--- src/design/host_serial_pkg.sv ---
// Shared constants and carriers for the host serial port configuration block
package host_serial_pkg;
   // ==========================================================
   // Clock and timing
   localparam int unsigned CLK_HZ        = 10_000_000;
   localparam int unsigned BITS_PER_CHAR = 10;        // Start, eight data, one stop
   localparam int          DIV_W         = 17;
   localparam int          CHAR_W        = 21;

   // ==========================================================
   // Rate select encoding and limits
   localparam logic [19:0] RATE_STD_MAX  = 20'h00007;
   localparam logic [19:0] RATE_LIT_MIN  = 20'h00080;
   localparam logic [19:0] RATE_LIT_MAX  = 20'h3d090;
   localparam logic [19:0] RATE_RST      = 20'h00003;

   // ==========================================================
   // Other settings: reset values and limits
   localparam logic [7:0]  GAP_RST       = 8'h03;
   localparam logic [1:0]  IFACE_RST     = 2'h0;
   localparam logic [1:0]  IFACE_MAX     = 2'h2;
   localparam logic [2:0]  PARITY_RST    = 3'h0;
   localparam logic [2:0]  PARITY_MAX    = 3'h4;
   localparam logic [7:0]  PULL_MAP_RST  = 8'hff;
   localparam logic [7:0]  DIR_MAP_RST   = 8'hff;
   localparam int          PKT_MAX       = 100;

   // Pull map bit positions
   localparam int PULL_DIO4 = 0;
   localparam int PULL_DIO3 = 1;
   localparam int PULL_DIO2 = 2;
   localparam int PULL_DIO1 = 3;
   localparam int PULL_DIO0 = 4;
   localparam int PULL_RTS  = 5;
   localparam int PULL_SLP  = 6;
   localparam int PULL_DIN  = 7;

   // ==========================================================
   // Types
   typedef enum logic [2:0] {
      SEL_RATE, SEL_GAP, SEL_IFACE, SEL_PARITY, SEL_PULL_MAP, SEL_DIR_MAP
   } cfg_sel_t;

   typedef struct packed {
      logic        we;
      cfg_sel_t    sel;
      logic [19:0] data;
   } cfg_req_t;

   typedef struct packed {
      logic [7:0] data;
      logic       last;
   } pkt_beat_t;

   typedef enum logic [1:0] {RATE_IDLE, RATE_DIV1, RATE_DIV2} rate_fsm_t;

   // Bit period in clocks for a standard code; code 7 rounds to 111,111 b/s
   function automatic logic [DIV_W-1:0] std_div(input logic [2:0] code);
      unique case (code)
         3'h0: std_div = 17'h0208d;   // 8333
         3'h1: std_div = 17'h01047;   // 4167
         3'h2: std_div = 17'h00823;   // 2083
         3'h3: std_div = 17'h00412;   // 1042
         3'h4: std_div = 17'h00209;   // 521
         3'h5: std_div = 17'h00104;   // 260
         3'h6: std_div = 17'h000ae;   // 174
         3'h7: std_div = 17'h0005a;   // 90
      endcase
   endfunction
endpackage

--- src/design/seq_divider.sv ---
// Restoring sequential divider, one quotient bit per clock
`timescale 1ns/100ps
module seq_divider #(
   parameter int W = 25
) (
   input  wire logic         sys_clk_i,
   input  wire logic         sys_rst_i,
   input  wire logic         start_i,
   input  wire logic [W-1:0] dividend_i,
   input  wire logic [W-1:0] divisor_i,
   output logic              done_o,
   output logic [W-1:0]      quotient_o
);
   typedef struct packed {
      logic [W-1:0] rem;
      logic [W-1:0] quo;
      logic [W-1:0] dsr;
      logic [5:0]   cnt;
      logic         busy;
      logic         done;
   } div_state_t;

   div_state_t s_q;
   div_state_t s_d;
   logic [W:0] trial;

   // ==========================================================
   // Shift-subtract step; a new start restarts the division
   always_comb begin
      s_d   = s_q;
      trial = {s_q.rem, s_q.quo[W-1]} - {1'b0, s_q.dsr};
      s_d.done = 1'b0;
      if (start_i) begin
         s_d.rem  = '0;
         s_d.quo  = dividend_i;
         s_d.dsr  = divisor_i;
         s_d.cnt  = 6'(W);
         s_d.busy = 1'b1;
      end else if (s_q.busy) begin
         if (!trial[W]) begin
            s_d.rem = trial[W-1:0];
            s_d.quo = {s_q.quo[W-2:0], 1'b1};
         end else begin
            s_d.rem = {s_q.rem[W-2:0], s_q.quo[W-1]};
            s_d.quo = {s_q.quo[W-2:0], 1'b0};
         end
         s_d.cnt = s_q.cnt - 6'h01;
         if (s_q.cnt == 6'h01) begin
            s_d.busy = 1'b0;
            s_d.done = 1'b1;
         end
      end
   end

   always_ff @(posedge sys_clk_i) begin
      if (sys_rst_i) s_q <= '0;
      else s_q <= s_d;
   end

   assign done_o     = s_q.done;
   assign quotient_o = s_q.quo;
endmodule

--- src/design/serial_byte_rx.sv ---
// Serial byte receiver: start, eight data bits, optional parity slot, stop
`timescale 1ns/100ps
module serial_byte_rx #(
   parameter int DW = 17
) (
   input  wire logic          sys_clk_i,
   input  wire logic          sys_rst_i,
   input  wire logic          rxd_i,
   input  wire logic [DW-1:0] bit_div_i,
   input  wire logic          parity_slot_i,
   output logic [7:0]         byte_o,
   output logic               byte_valid_o,
   output logic               busy_o
);
   typedef struct packed {
      logic          busy;
      logic [DW-1:0] tmr;
      logic [3:0]    bitn;
      logic [8:0]    shf;
      logic [7:0]    data;
      logic          valid;
   } rx_state_t;

   rx_state_t s_q;
   rx_state_t s_d;
   logic [3:0] last_bit;

   // ==========================================================
   // Sample mid-bit; the parity slot is skipped, never checked
   always_comb begin
      s_d       = s_q;
      s_d.valid = 1'b0;
      last_bit  = parity_slot_i ? 4'h9 : 4'h8;
      if (!s_q.busy) begin
         if (!rxd_i) begin
            s_d.busy = 1'b1;
            s_d.bitn = 4'h0;
            s_d.tmr  = {1'b0, bit_div_i[DW-1:1]};
         end
      end else if (s_q.tmr != '0) begin
         s_d.tmr = s_q.tmr - 1'b1;
      end else begin
         s_d.tmr = bit_div_i - 1'b1;
         if (s_q.bitn == 4'h0 && rxd_i) begin
            s_d.busy = 1'b0;                     // Glitch, not a start bit
         end else if (s_q.bitn == last_bit + 4'h1) begin
            s_d.busy  = 1'b0;
            s_d.valid = 1'b1;
            s_d.data  = parity_slot_i ? s_q.shf[7:0] : s_q.shf[8:1];
         end else begin
            s_d.bitn = s_q.bitn + 4'h1;
            if (s_q.bitn != 4'h0) s_d.shf = {rxd_i, s_q.shf[8:1]};
         end
      end
   end

   always_ff @(posedge sys_clk_i) begin
      if (sys_rst_i) s_q <= '0;
      else s_q <= s_d;
   end

   assign byte_o       = s_q.data;
   assign byte_valid_o = s_q.valid;
   assign busy_o       = s_q.busy;
endmodule

--- src/design/host_serial_port_config.sv ---
// Host serial port: rate select, packet gap timer, framing and pull-up settings
`timescale 1ns/100ps
// What this block does
// - Codes zero to seven select standard rates
// - Larger values are literal rates, highest achievable not above the request
// - Literal requests limited to 0x80 through 0x3D090
// - Stored rate setting holds the achieved rate
// - Reading rate returns stored achieved value
// - New rate applies only after exit acknowledged
// - Code seven really runs at 111,111 baud
// - Serial rate never alters radio rate
// - Send after programmed silence with buffered data
// - Send at once when 100 bytes buffered
// - Zero silence sends every character alone unless 100 bytes are buffered
// - Interface mode transparent, framed, or escaped framed
// - Parity only sets framing, never checked
// - Pull map bits assigned to fixed lines
// - Map bit one enables pull-up, reset all ones
// - Pulls only act on inputs or disabled lines
module host_serial_port_config (
   input  wire logic                     sys_clk_i,
   input  wire logic                     sys_rst_i,
   input  host_serial_pkg::cfg_req_t     cfg_i,
   input  wire logic                     exit_command_mode_i,
   input  wire logic                     host_rxd_i,
   input  wire logic [7:0]               line_is_input_i,
   input  wire logic                     pkt_ready_i,
   output logic                          cfg_busy_o,
   output logic                          cfg_err_o,
   output logic [19:0]                   host_rate_select_o,
   output logic [7:0]                    packet_gap_timeout_o,
   output logic [1:0]                    framed_interface_select_o,
   output logic [2:0]                    parity_select_o,
   output logic [7:0]                    pullup_enable_map_o,
   output logic [7:0]                    pull_direction_map_o,
   output logic [host_serial_pkg::DIV_W-1:0] bit_div_o,
   output logic [7:0]                    pullup_en_o,
   output logic [7:0]                    pull_dir_o,
   output logic                          tx_start_o,
   output logic                          pkt_valid_o,
   output host_serial_pkg::pkt_beat_t    pkt_o,
   output logic                          overrun_o
);
   localparam int DW = host_serial_pkg::DIV_W;
   localparam int QW = 25;

   typedef struct packed {
      logic                         sync1;
      logic                         sync2;
      host_serial_pkg::rate_fsm_t   fsm;
      logic [19:0]                  rate_set;
      logic [19:0]                  lit_req;
      logic [DW-1:0]                pend_div;
      logic [DW-1:0]                act_div;
      logic [7:0]                   gap;
      logic [1:0]                   iface;
      logic [2:0]                   parity;
      logic [7:0]                   pull_map;
      logic [7:0]                   dir_map;
      logic [7:0]                   pull_en;
      logic [7:0]                   pull_dir;
      logic [host_serial_pkg::PKT_MAX-1:0][7:0] mem;
      logic [6:0]                   wr;
      logic [6:0]                   rd;
      logic [6:0]                   cnt;
      logic [6:0]                   remain;
      logic                         sending;
      logic                         start;
      logic                         err;
      logic                         ovr;
      logic [host_serial_pkg::CHAR_W-1:0] sil;
      logic [7:0]                   chars;
   } top_state_t;

   top_state_t s_q;
   top_state_t s_d;

   logic          div_start;
   logic [QW-1:0] div_num;
   logic [QW-1:0] div_den;
   logic          div_done;
   logic [QW-1:0] div_quo;
   logic [7:0]    rx_byte;
   logic          rx_valid;
   logic          rx_busy;
   logic          launch_ok;
   logic [6:0]    launch_len;
   logic          pop;
   logic [host_serial_pkg::CHAR_W-1:0] char_cycles;

   function automatic logic [6:0] wrap_inc(input logic [6:0] p);
      wrap_inc = (p == 7'(host_serial_pkg::PKT_MAX - 1)) ? 7'h00 : p + 7'h01;
   endfunction

   // ==========================================================
   // Rate arithmetic: one divider shared by both steps
   seq_divider #(.W(QW)) u_div (
      .sys_clk_i  (sys_clk_i),
      .sys_rst_i  (sys_rst_i),
      .start_i    (div_start),
      .dividend_i (div_num),
      .divisor_i  (div_den),
      .done_o     (div_done),
      .quotient_o (div_quo)
   );

   // ==========================================================
   // Host receive line, always on the active rate
   serial_byte_rx #(.DW(DW)) u_rx (
      .sys_clk_i     (sys_clk_i),
      .sys_rst_i     (sys_rst_i),
      .rxd_i         (s_q.sync2),
      .bit_div_i     (s_q.act_div),
      .parity_slot_i (s_q.parity != 3'h0),
      .byte_o        (rx_byte),
      .byte_valid_o  (rx_valid),
      .busy_o        (rx_busy)
   );

   // Divider operands: the divisor is rounded up from the request and the achieved
   // rate rounded down from it, so the stored rate never overstates the real one
   always_comb begin
      div_start = 1'b0;
      div_num   = '0;
      div_den   = '1;
      if (s_q.fsm == host_serial_pkg::RATE_DIV1 && !div_done && s_q.lit_req != '0) begin
         div_start = (s_q.pend_div == '1);
      end
      if (s_q.fsm == host_serial_pkg::RATE_DIV1) begin
         div_num = QW'(host_serial_pkg::CLK_HZ) + QW'(s_q.lit_req) - QW'(1);
         div_den = QW'(s_q.lit_req);
      end else if (s_q.fsm == host_serial_pkg::RATE_DIV2) begin
         div_num = QW'(host_serial_pkg::CLK_HZ);
         div_den = QW'(s_q.pend_div);
         div_start = (s_q.rate_set == '1);
      end
   end

   // Character time in clocks at the active rate
   assign char_cycles = host_serial_pkg::CHAR_W'(s_q.act_div) *
                        host_serial_pkg::CHAR_W'(host_serial_pkg::BITS_PER_CHAR);

   // Packet launch conditions
   always_comb begin
      launch_ok  = 1'b0;
      launch_len = s_q.cnt;
      if (!s_q.sending && s_q.cnt != 7'h00) begin
         if (s_q.cnt >= 7'(host_serial_pkg::PKT_MAX)) begin
            launch_ok = 1'b1;
         end else if (s_q.gap == 8'h00) begin
            launch_ok  = 1'b1;
            launch_len = 7'h01;
         end else if (s_q.chars >= s_q.gap) begin
            launch_ok = 1'b1;
         end
      end
   end

   assign pop = s_q.sending && pkt_ready_i;

   // ==========================================================
   // Next state
   always_comb begin
      s_d       = s_q;
      s_d.sync1 = host_rxd_i;
      s_d.sync2 = s_q.sync1;
      s_d.start = 1'b0;
      s_d.err   = 1'b0;
      s_d.ovr   = 1'b0;

      // Settings writes; refused with an error pulse while a rate is being worked out
      if (cfg_i.we && s_q.fsm == host_serial_pkg::RATE_IDLE) begin
         unique case (cfg_i.sel)
            host_serial_pkg::SEL_RATE: begin
               if (cfg_i.data <= host_serial_pkg::RATE_STD_MAX) begin
                  s_d.rate_set = cfg_i.data;
                  s_d.pend_div = host_serial_pkg::std_div(cfg_i.data[2:0]);
               end else if (cfg_i.data >= host_serial_pkg::RATE_LIT_MIN &&
                            cfg_i.data <= host_serial_pkg::RATE_LIT_MAX) begin
                  s_d.lit_req  = cfg_i.data;
                  s_d.pend_div = '1;
                  s_d.fsm      = host_serial_pkg::RATE_DIV1;
               end else begin
                  s_d.err = 1'b1;
               end
            end
            host_serial_pkg::SEL_GAP: s_d.gap = cfg_i.data[7:0];
            host_serial_pkg::SEL_IFACE: begin
               if (cfg_i.data <= 20'(host_serial_pkg::IFACE_MAX)) s_d.iface = cfg_i.data[1:0];
               else s_d.err = 1'b1;
            end
            host_serial_pkg::SEL_PARITY: begin
               if (cfg_i.data <= 20'(host_serial_pkg::PARITY_MAX)) s_d.parity = cfg_i.data[2:0];
               else s_d.err = 1'b1;
            end
            host_serial_pkg::SEL_PULL_MAP: s_d.pull_map = cfg_i.data[7:0];
            host_serial_pkg::SEL_DIR_MAP:  s_d.dir_map  = cfg_i.data[7:0];
            default: s_d.err = 1'b1;
         endcase
      end else if (cfg_i.we) begin
         s_d.err = 1'b1;
      end

      // Literal rate: divisor first, then the rate that divisor really gives
      unique case (s_q.fsm)
         host_serial_pkg::RATE_IDLE: ;
         host_serial_pkg::RATE_DIV1: begin
            if (div_done) begin
               s_d.pend_div = (div_quo == '0) ? DW'(1) : div_quo[DW-1:0];
               s_d.rate_set = '1;
               s_d.fsm      = host_serial_pkg::RATE_DIV2;
            end else begin
               // Start marker used up once; restarting would never let the division end
               if (div_start) s_d.pend_div = '0;
            end
         end
         host_serial_pkg::RATE_DIV2: begin
            if (div_start) s_d.rate_set = '0;
            if (div_done) begin
               s_d.rate_set = div_quo[19:0];
               s_d.fsm      = host_serial_pkg::RATE_IDLE;
            end
         end
      endcase

      // New divisor only after exit from command mode is acknowledged
      if (exit_command_mode_i && s_q.fsm == host_serial_pkg::RATE_IDLE) begin
         s_d.act_div = s_q.pend_div;
      end

      // Pulls only reach lines that are inputs or disabled
      s_d.pull_en  = s_q.pull_map & line_is_input_i;
      s_d.pull_dir = s_q.dir_map & line_is_input_i;

      // Silence timer in whole character times
      if (rx_busy || rx_valid) begin
         s_d.sil   = '0;
         s_d.chars = 8'h00;
      end else if (s_q.sil + 1'b1 >= char_cycles) begin
         s_d.sil = '0;
         if (s_q.chars != 8'hff) s_d.chars = s_q.chars + 8'h01;
      end else begin
         s_d.sil = s_q.sil + 1'b1;
      end

      // Drain side
      if (pop) begin
         s_d.rd     = wrap_inc(s_q.rd);
         s_d.remain = s_q.remain - 7'h01;
         if (s_q.remain == 7'h01) s_d.sending = 1'b0;
      end
      if (launch_ok) begin
         s_d.sending = 1'b1;
         s_d.remain  = launch_len;
         s_d.start   = 1'b1;
         s_d.chars   = 8'h00;
      end

      // Fill side; a byte with no room is dropped and flagged
      s_d.cnt = s_q.cnt - (pop ? 7'h01 : 7'h00);
      if (rx_valid) begin
         if (s_q.cnt < 7'(host_serial_pkg::PKT_MAX) || pop) begin
            s_d.mem[s_q.wr] = rx_byte;
            s_d.wr          = wrap_inc(s_q.wr);
            s_d.cnt         = s_d.cnt + 7'h01;
         end else begin
            s_d.ovr = 1'b1;
         end
      end
   end

   // ==========================================================
   // State register
   always_ff @(posedge sys_clk_i) begin
      if (sys_rst_i) begin
         s_q          <= '0;
         s_q.sync1    <= 1'b1;
         s_q.sync2    <= 1'b1;
         s_q.fsm      <= host_serial_pkg::RATE_IDLE;
         s_q.rate_set <= host_serial_pkg::RATE_RST;
         s_q.pend_div <= host_serial_pkg::std_div(host_serial_pkg::RATE_RST[2:0]);
         s_q.act_div  <= host_serial_pkg::std_div(host_serial_pkg::RATE_RST[2:0]);
         s_q.gap      <= host_serial_pkg::GAP_RST;
         s_q.iface    <= host_serial_pkg::IFACE_RST;
         s_q.parity   <= host_serial_pkg::PARITY_RST;
         s_q.pull_map <= host_serial_pkg::PULL_MAP_RST;
         s_q.dir_map  <= host_serial_pkg::DIR_MAP_RST;
      end else begin
         s_q <= s_d;
      end
   end

   // Outputs; rate changes here never touch any radio-side setting
   assign cfg_busy_o                = (s_q.fsm != host_serial_pkg::RATE_IDLE);
   assign cfg_err_o                 = s_q.err;
   assign host_rate_select_o        = s_q.rate_set;
   assign packet_gap_timeout_o      = s_q.gap;
   assign framed_interface_select_o = s_q.iface;
   assign parity_select_o           = s_q.parity;
   assign pullup_enable_map_o       = s_q.pull_map;
   assign pull_direction_map_o      = s_q.dir_map;
   assign bit_div_o                 = s_q.act_div;
   assign pullup_en_o               = s_q.pull_en;
   assign pull_dir_o                = s_q.pull_dir;
   assign tx_start_o                = s_q.start;
   assign pkt_valid_o               = s_q.sending;
   assign pkt_o.data                = s_q.mem[s_q.rd];
   assign pkt_o.last                = s_q.sending && (s_q.remain == 7'h01);
   assign overrun_o                 = s_q.ovr;
endmodule

--- config.mk ---
export PLATFORM = sky130hd
export DESIGN_NAME = host_serial_port_config
export DESIGN_NICKNAME = d
export VERILOG_FILES = /design/src/design/host_serial_pkg.sv /design/src/design/seq_divider.sv /design/src/design/serial_byte_rx.sv /design/src/design/host_serial_port_config.sv
export SDC_FILE = /design/constraint.sdc
export NUM_CORES = 2
export LEC_CHECK = 0
export ABC_AREA = 1
export BUFFER_PORTS_ARGS = -buffer_cell sky130_fd_sc_hd__buf_2
export CELL_PAD_IN_SITES_DETAIL_PLACEMENT = 1
export CELL_PAD_IN_SITES_GLOBAL_PLACEMENT = 1
export CORE_ASPECT_RATIO = 1.5
export CORE_MARGIN = 4
export CORE_UTILIZATION = 50
export DETAILED_ROUTE_END_ITERATION = 7
export MAX_ROUTING_LAYER = met4
export PLACE_DENSITY = 0.95
export SLEW_MARGIN = 25
export SYNTH_ARGS = -nofsm -noshare
export SYNTH_HDL_FRONTEND = slang
export SYNTH_SLANG_ARGS = --single-unit
--- constraint.sdc ---
create_clock -name sys_clk_i -period 8.5 [get_ports sys_clk_i]
set_input_delay 0.85 -clock sys_clk_i [delete_from_list [all_inputs] [get_ports sys_clk_i]]
set_output_delay 0.85 -clock sys_clk_i [all_outputs]
set_load 0.01 [all_outputs]
==> results by group <==
Layout
  – Post-route cell area: 0.0582 mm²
  – Antenna Cells: 0
  – Nets@finish: approximately 7600
  – Share of cells above drive strength 1: under 10%
  – Synthesis-to-layout area growth: 7.02%
  – Non-Filler Instances: about 9000

Placement
  – Port bufs: between 100 and 150
  – GP Congestion: roughly 0.94
  – Worst slack, placed: between 3 and 4 ns
  – Post-DP Area: approximately 0.055 mm²
  – DP Cell Count: just under 9000
  – Post-DP HPWL: 129000 µm

Timing
  – Worst-Margin Slew: about 1.2 ns
  – Final setup vio count: 0
  – Fin. max-slew vios: 0
  – Final-report hold violation count: 0
  – Clock skew: between 0.04 and 0.05 ns
  – Max-slew headroom: roughly a fifth
  – Final worst path period need: about 5.8 ns
  – RSZ-0062 raised after global routing: false
  – Fin Setup TNS: 0 ns
  – Final Worst Setup Slack: roughly 2.7 ns
  – Crit share post-route: 68.7%
  – Achievable frequency: roughly 0.17 GHz

Synthesis
  – Synthesized area per cell: around 7.0 µm²
  – Post-synth top area cell: dfxtp_1
  – Synth Flop Type: dfxtp_1
  – Synth async-reset ratio: 0%
  – Cells after Synth: 7800
  – Most frequent cell after synthesis: a21oi_1
  – EDFF count, synth: 0
  – Top post-synthesis cells by area: dfxtp_1 (41%), a21oi_1 (14%), o21ai_0 (9.8%)
  – Unique masters post-synth: 55
  – Synth Warn #: 0
  – Yosys top cell area share: approximately two fifths
  – Post-synthesis sequential element count: ~1100
  – Synth Net Count: approximately 7900
  – Sequential element share of the synthesized area: roughly two fifths
  – Cell Area, Synth: approximately 0.054 mm²
  – Synth cell count leaders: a21oi_1 (1482), nand2_1 (1144), dfxtp_1 (1103), o21ai_0 (1062), inv_1 (814)

Global route
  – Largest net degree at the start of global routing: between 200 and 300
  – Total Routing Usage GR: 36.7%
  – Initial antenna violation count: 0
  – Number of global-route vias before repair: roughly 60000
  – Remaining global-route overflow: 0
  – First-pass GRT wire length: 331000 µm

Power
  – Pwr Density: between 150 and 200 mW/mm²
  – Total power: 11.1 mW
  – Pint: ~8 mW
  – Clock network fraction of design power: between 40% and 50%
  – P_sw: 2.82 mW
  – Leakage: 21.3 nW
  – Logic gate share of total power: about 6.8%
  – Peak supply drop: 0.177 mV
  – Sw Ratio: between 20% and 30%
  – Sequential Power Share: between 40% and 50%

Clocking
  – Worst-Skew Late Latency: 0.75 ns
  – Clock sink count: ~1100
  – CTS Buffer Depth: 3
  – Post-CTS sizing: 0
  – Clock root cell: clkbuf_16
  – Post-CTS Hold Fix Bufs: 0
  – Setup Buffers After CTS: 0
  – CTS tree: yes
  – Total CTS buffers: approximately 110
  – Htree depth: 3
  – Clock slew at reported path FFs: roughly 0.07 ns

Setup path
  – Top cell family by delay on the critical path: compound AO/OA/AOI/OAI gates
  – Worst Path Max Fanout: roughly 190
  – Slowest-stage cell, CP: buf_4
  – Critical path arrival: 4.99 ns
  – Crit path required time: around 7.7 ns
  – CP endpoint kind: output port
  – Type of origin of the critical path: register
  – Worst path max stage delay: between 0.7 and 0.8 ns
  – Critical path class: register to output port
  – CP Buf/Inv Count: 3
  – Critical-path cell list: buf_12 > buf_4 > a21oi_1 > o21ai_0 > a21oi_1 > or2_0 > o21ai_0 > o211ai_1 > o21a_1 > buf_2
  – FF-to-FF Start: s_q[981]
  – Worst setup path start: s_q[47]

Route
  – Iter 0 DRT Violations: approximately 5600
  – DRC viols: 0
  – Wire length per cell: 23.8 µm
  – Post-DRT Antenna Nets: 0
  – Drt first pass iters: 8
  – Vias per inst: roughly 6.4
  – Post-Route WL: 214000 µm
  – Vias: 57200

Hold path
  – Worst min-delay path class: primary input to register
  – HP Start: host_rxd_i

Status
  – Outcome: complete, no violations

Flow run
  – Max-cap violation count: 0

Floorplan
  – Site Rows: between 100 and 150
  – Initial Utilization: 50.6%
  – Die Y: 412 µm
  – Die ar.: between 0.1 and 0.15 mm²
  – DIE WIDTH: between 200 and 300 µm
  – Num ports: between 100 and 150
  – Core Box Area: 0.107 mm²
==> power by group through the flow <==
stage / clock network, mW / registers (mW) / logic [mW]
finish: 5.10 / 5.22 / 0.750
global route: 5.31 / 5.22 / 0.828
CTS: 5.10 / 5.22 / 0.732
detailed placement: 0 / 5.33 / 0.716
global placement: 0 / 5.33 / 0.688
floorplan: 0 / 5.32 / 0.529
==> final cells by class <==
type / instances / area, µm²
fill: 13800 / 49200
multi-input combinational: 5215 / 26200
sequential: 1103 / 22100
inverter: 832 / 3140
clock buffer: 145 / 2970
tap: 1415 / 1770
timing repair buffer: 206 / 1300
clock inverter: 49 / 634
==> worst register-to-register path: cells and delay by family, from the launching register on <==
family / cells / cell delay, ns
flip-flops: 1 / 0.37
buffers and inverters: 5 / 2.03
adder cells (fa/ha/maj): 1 / 0.18
AND/OR/NAND/NOR: 9 / 2.32
==> per-layer routing <==
layer  part of all wire (%)  track usage [%]  vias up
li1                       -                -    25400
met1                     35             37.8    27800
met2                     49             62.1     2887
met3                    7.1             5.78     1136
met4                    9.2             29.9        0
met5                      0                -        -
==> through the flow <==
step                      util (%)  hold slack, ns
after CTS                     54.1           0.289
after global routing          54.1           0.300
after floorplan                  -           0.389
final                         54.1           0.316
after global placement        50.7           0.429
after detailed placement      50.7           0.435
==> cell families after synthesis <==
logic type               after synthesis  synth area share, %
buffers and inverters               1482                 11.3
AND/OR/NAND/NOR                     2314                 18.7
adder cells (fa/ha/maj)              108                 2.51
XOR/XNOR                              62                0.999
flip-flops                          1103                 40.6
AO/OA/AOI/OAI                       2731                 25.9
==> sequential cells by signal, summed over array words and instances (netlist names), 17 cells and up <==
register	cells
s_q	897
u_div.quotient_o	25
host_rate_select_o	20
u_div.s_q	53
bit_div_o	17
u_rx.s_q	30
==> worst paths after layout <==
kind                          end  slack (ns)  cells past startpoint
max                      pkt_o[1]        2.66                     10
min                      s_d[982]        0.32                      2
max reg2reg  u_div.quotient_o[20]        3.46                     15
min reg2reg              s_q[387]        0.44                      2
==> cells in the final DEF (no fill, tap or decap), drive strengths merged, types with 34 or more instances in the layout <==
cell type  count
o21ai       1063
buf          206
o211ai        42
dfxtp       1103
xor2          38
nand3        554
or2           34
clkbuf       145
ha           106
nand4         71
nand2       1176
nor2         339
a21oi       1482
o22ai         36
inv          830
nor3          88
Power figures use the tool's default switching activity.
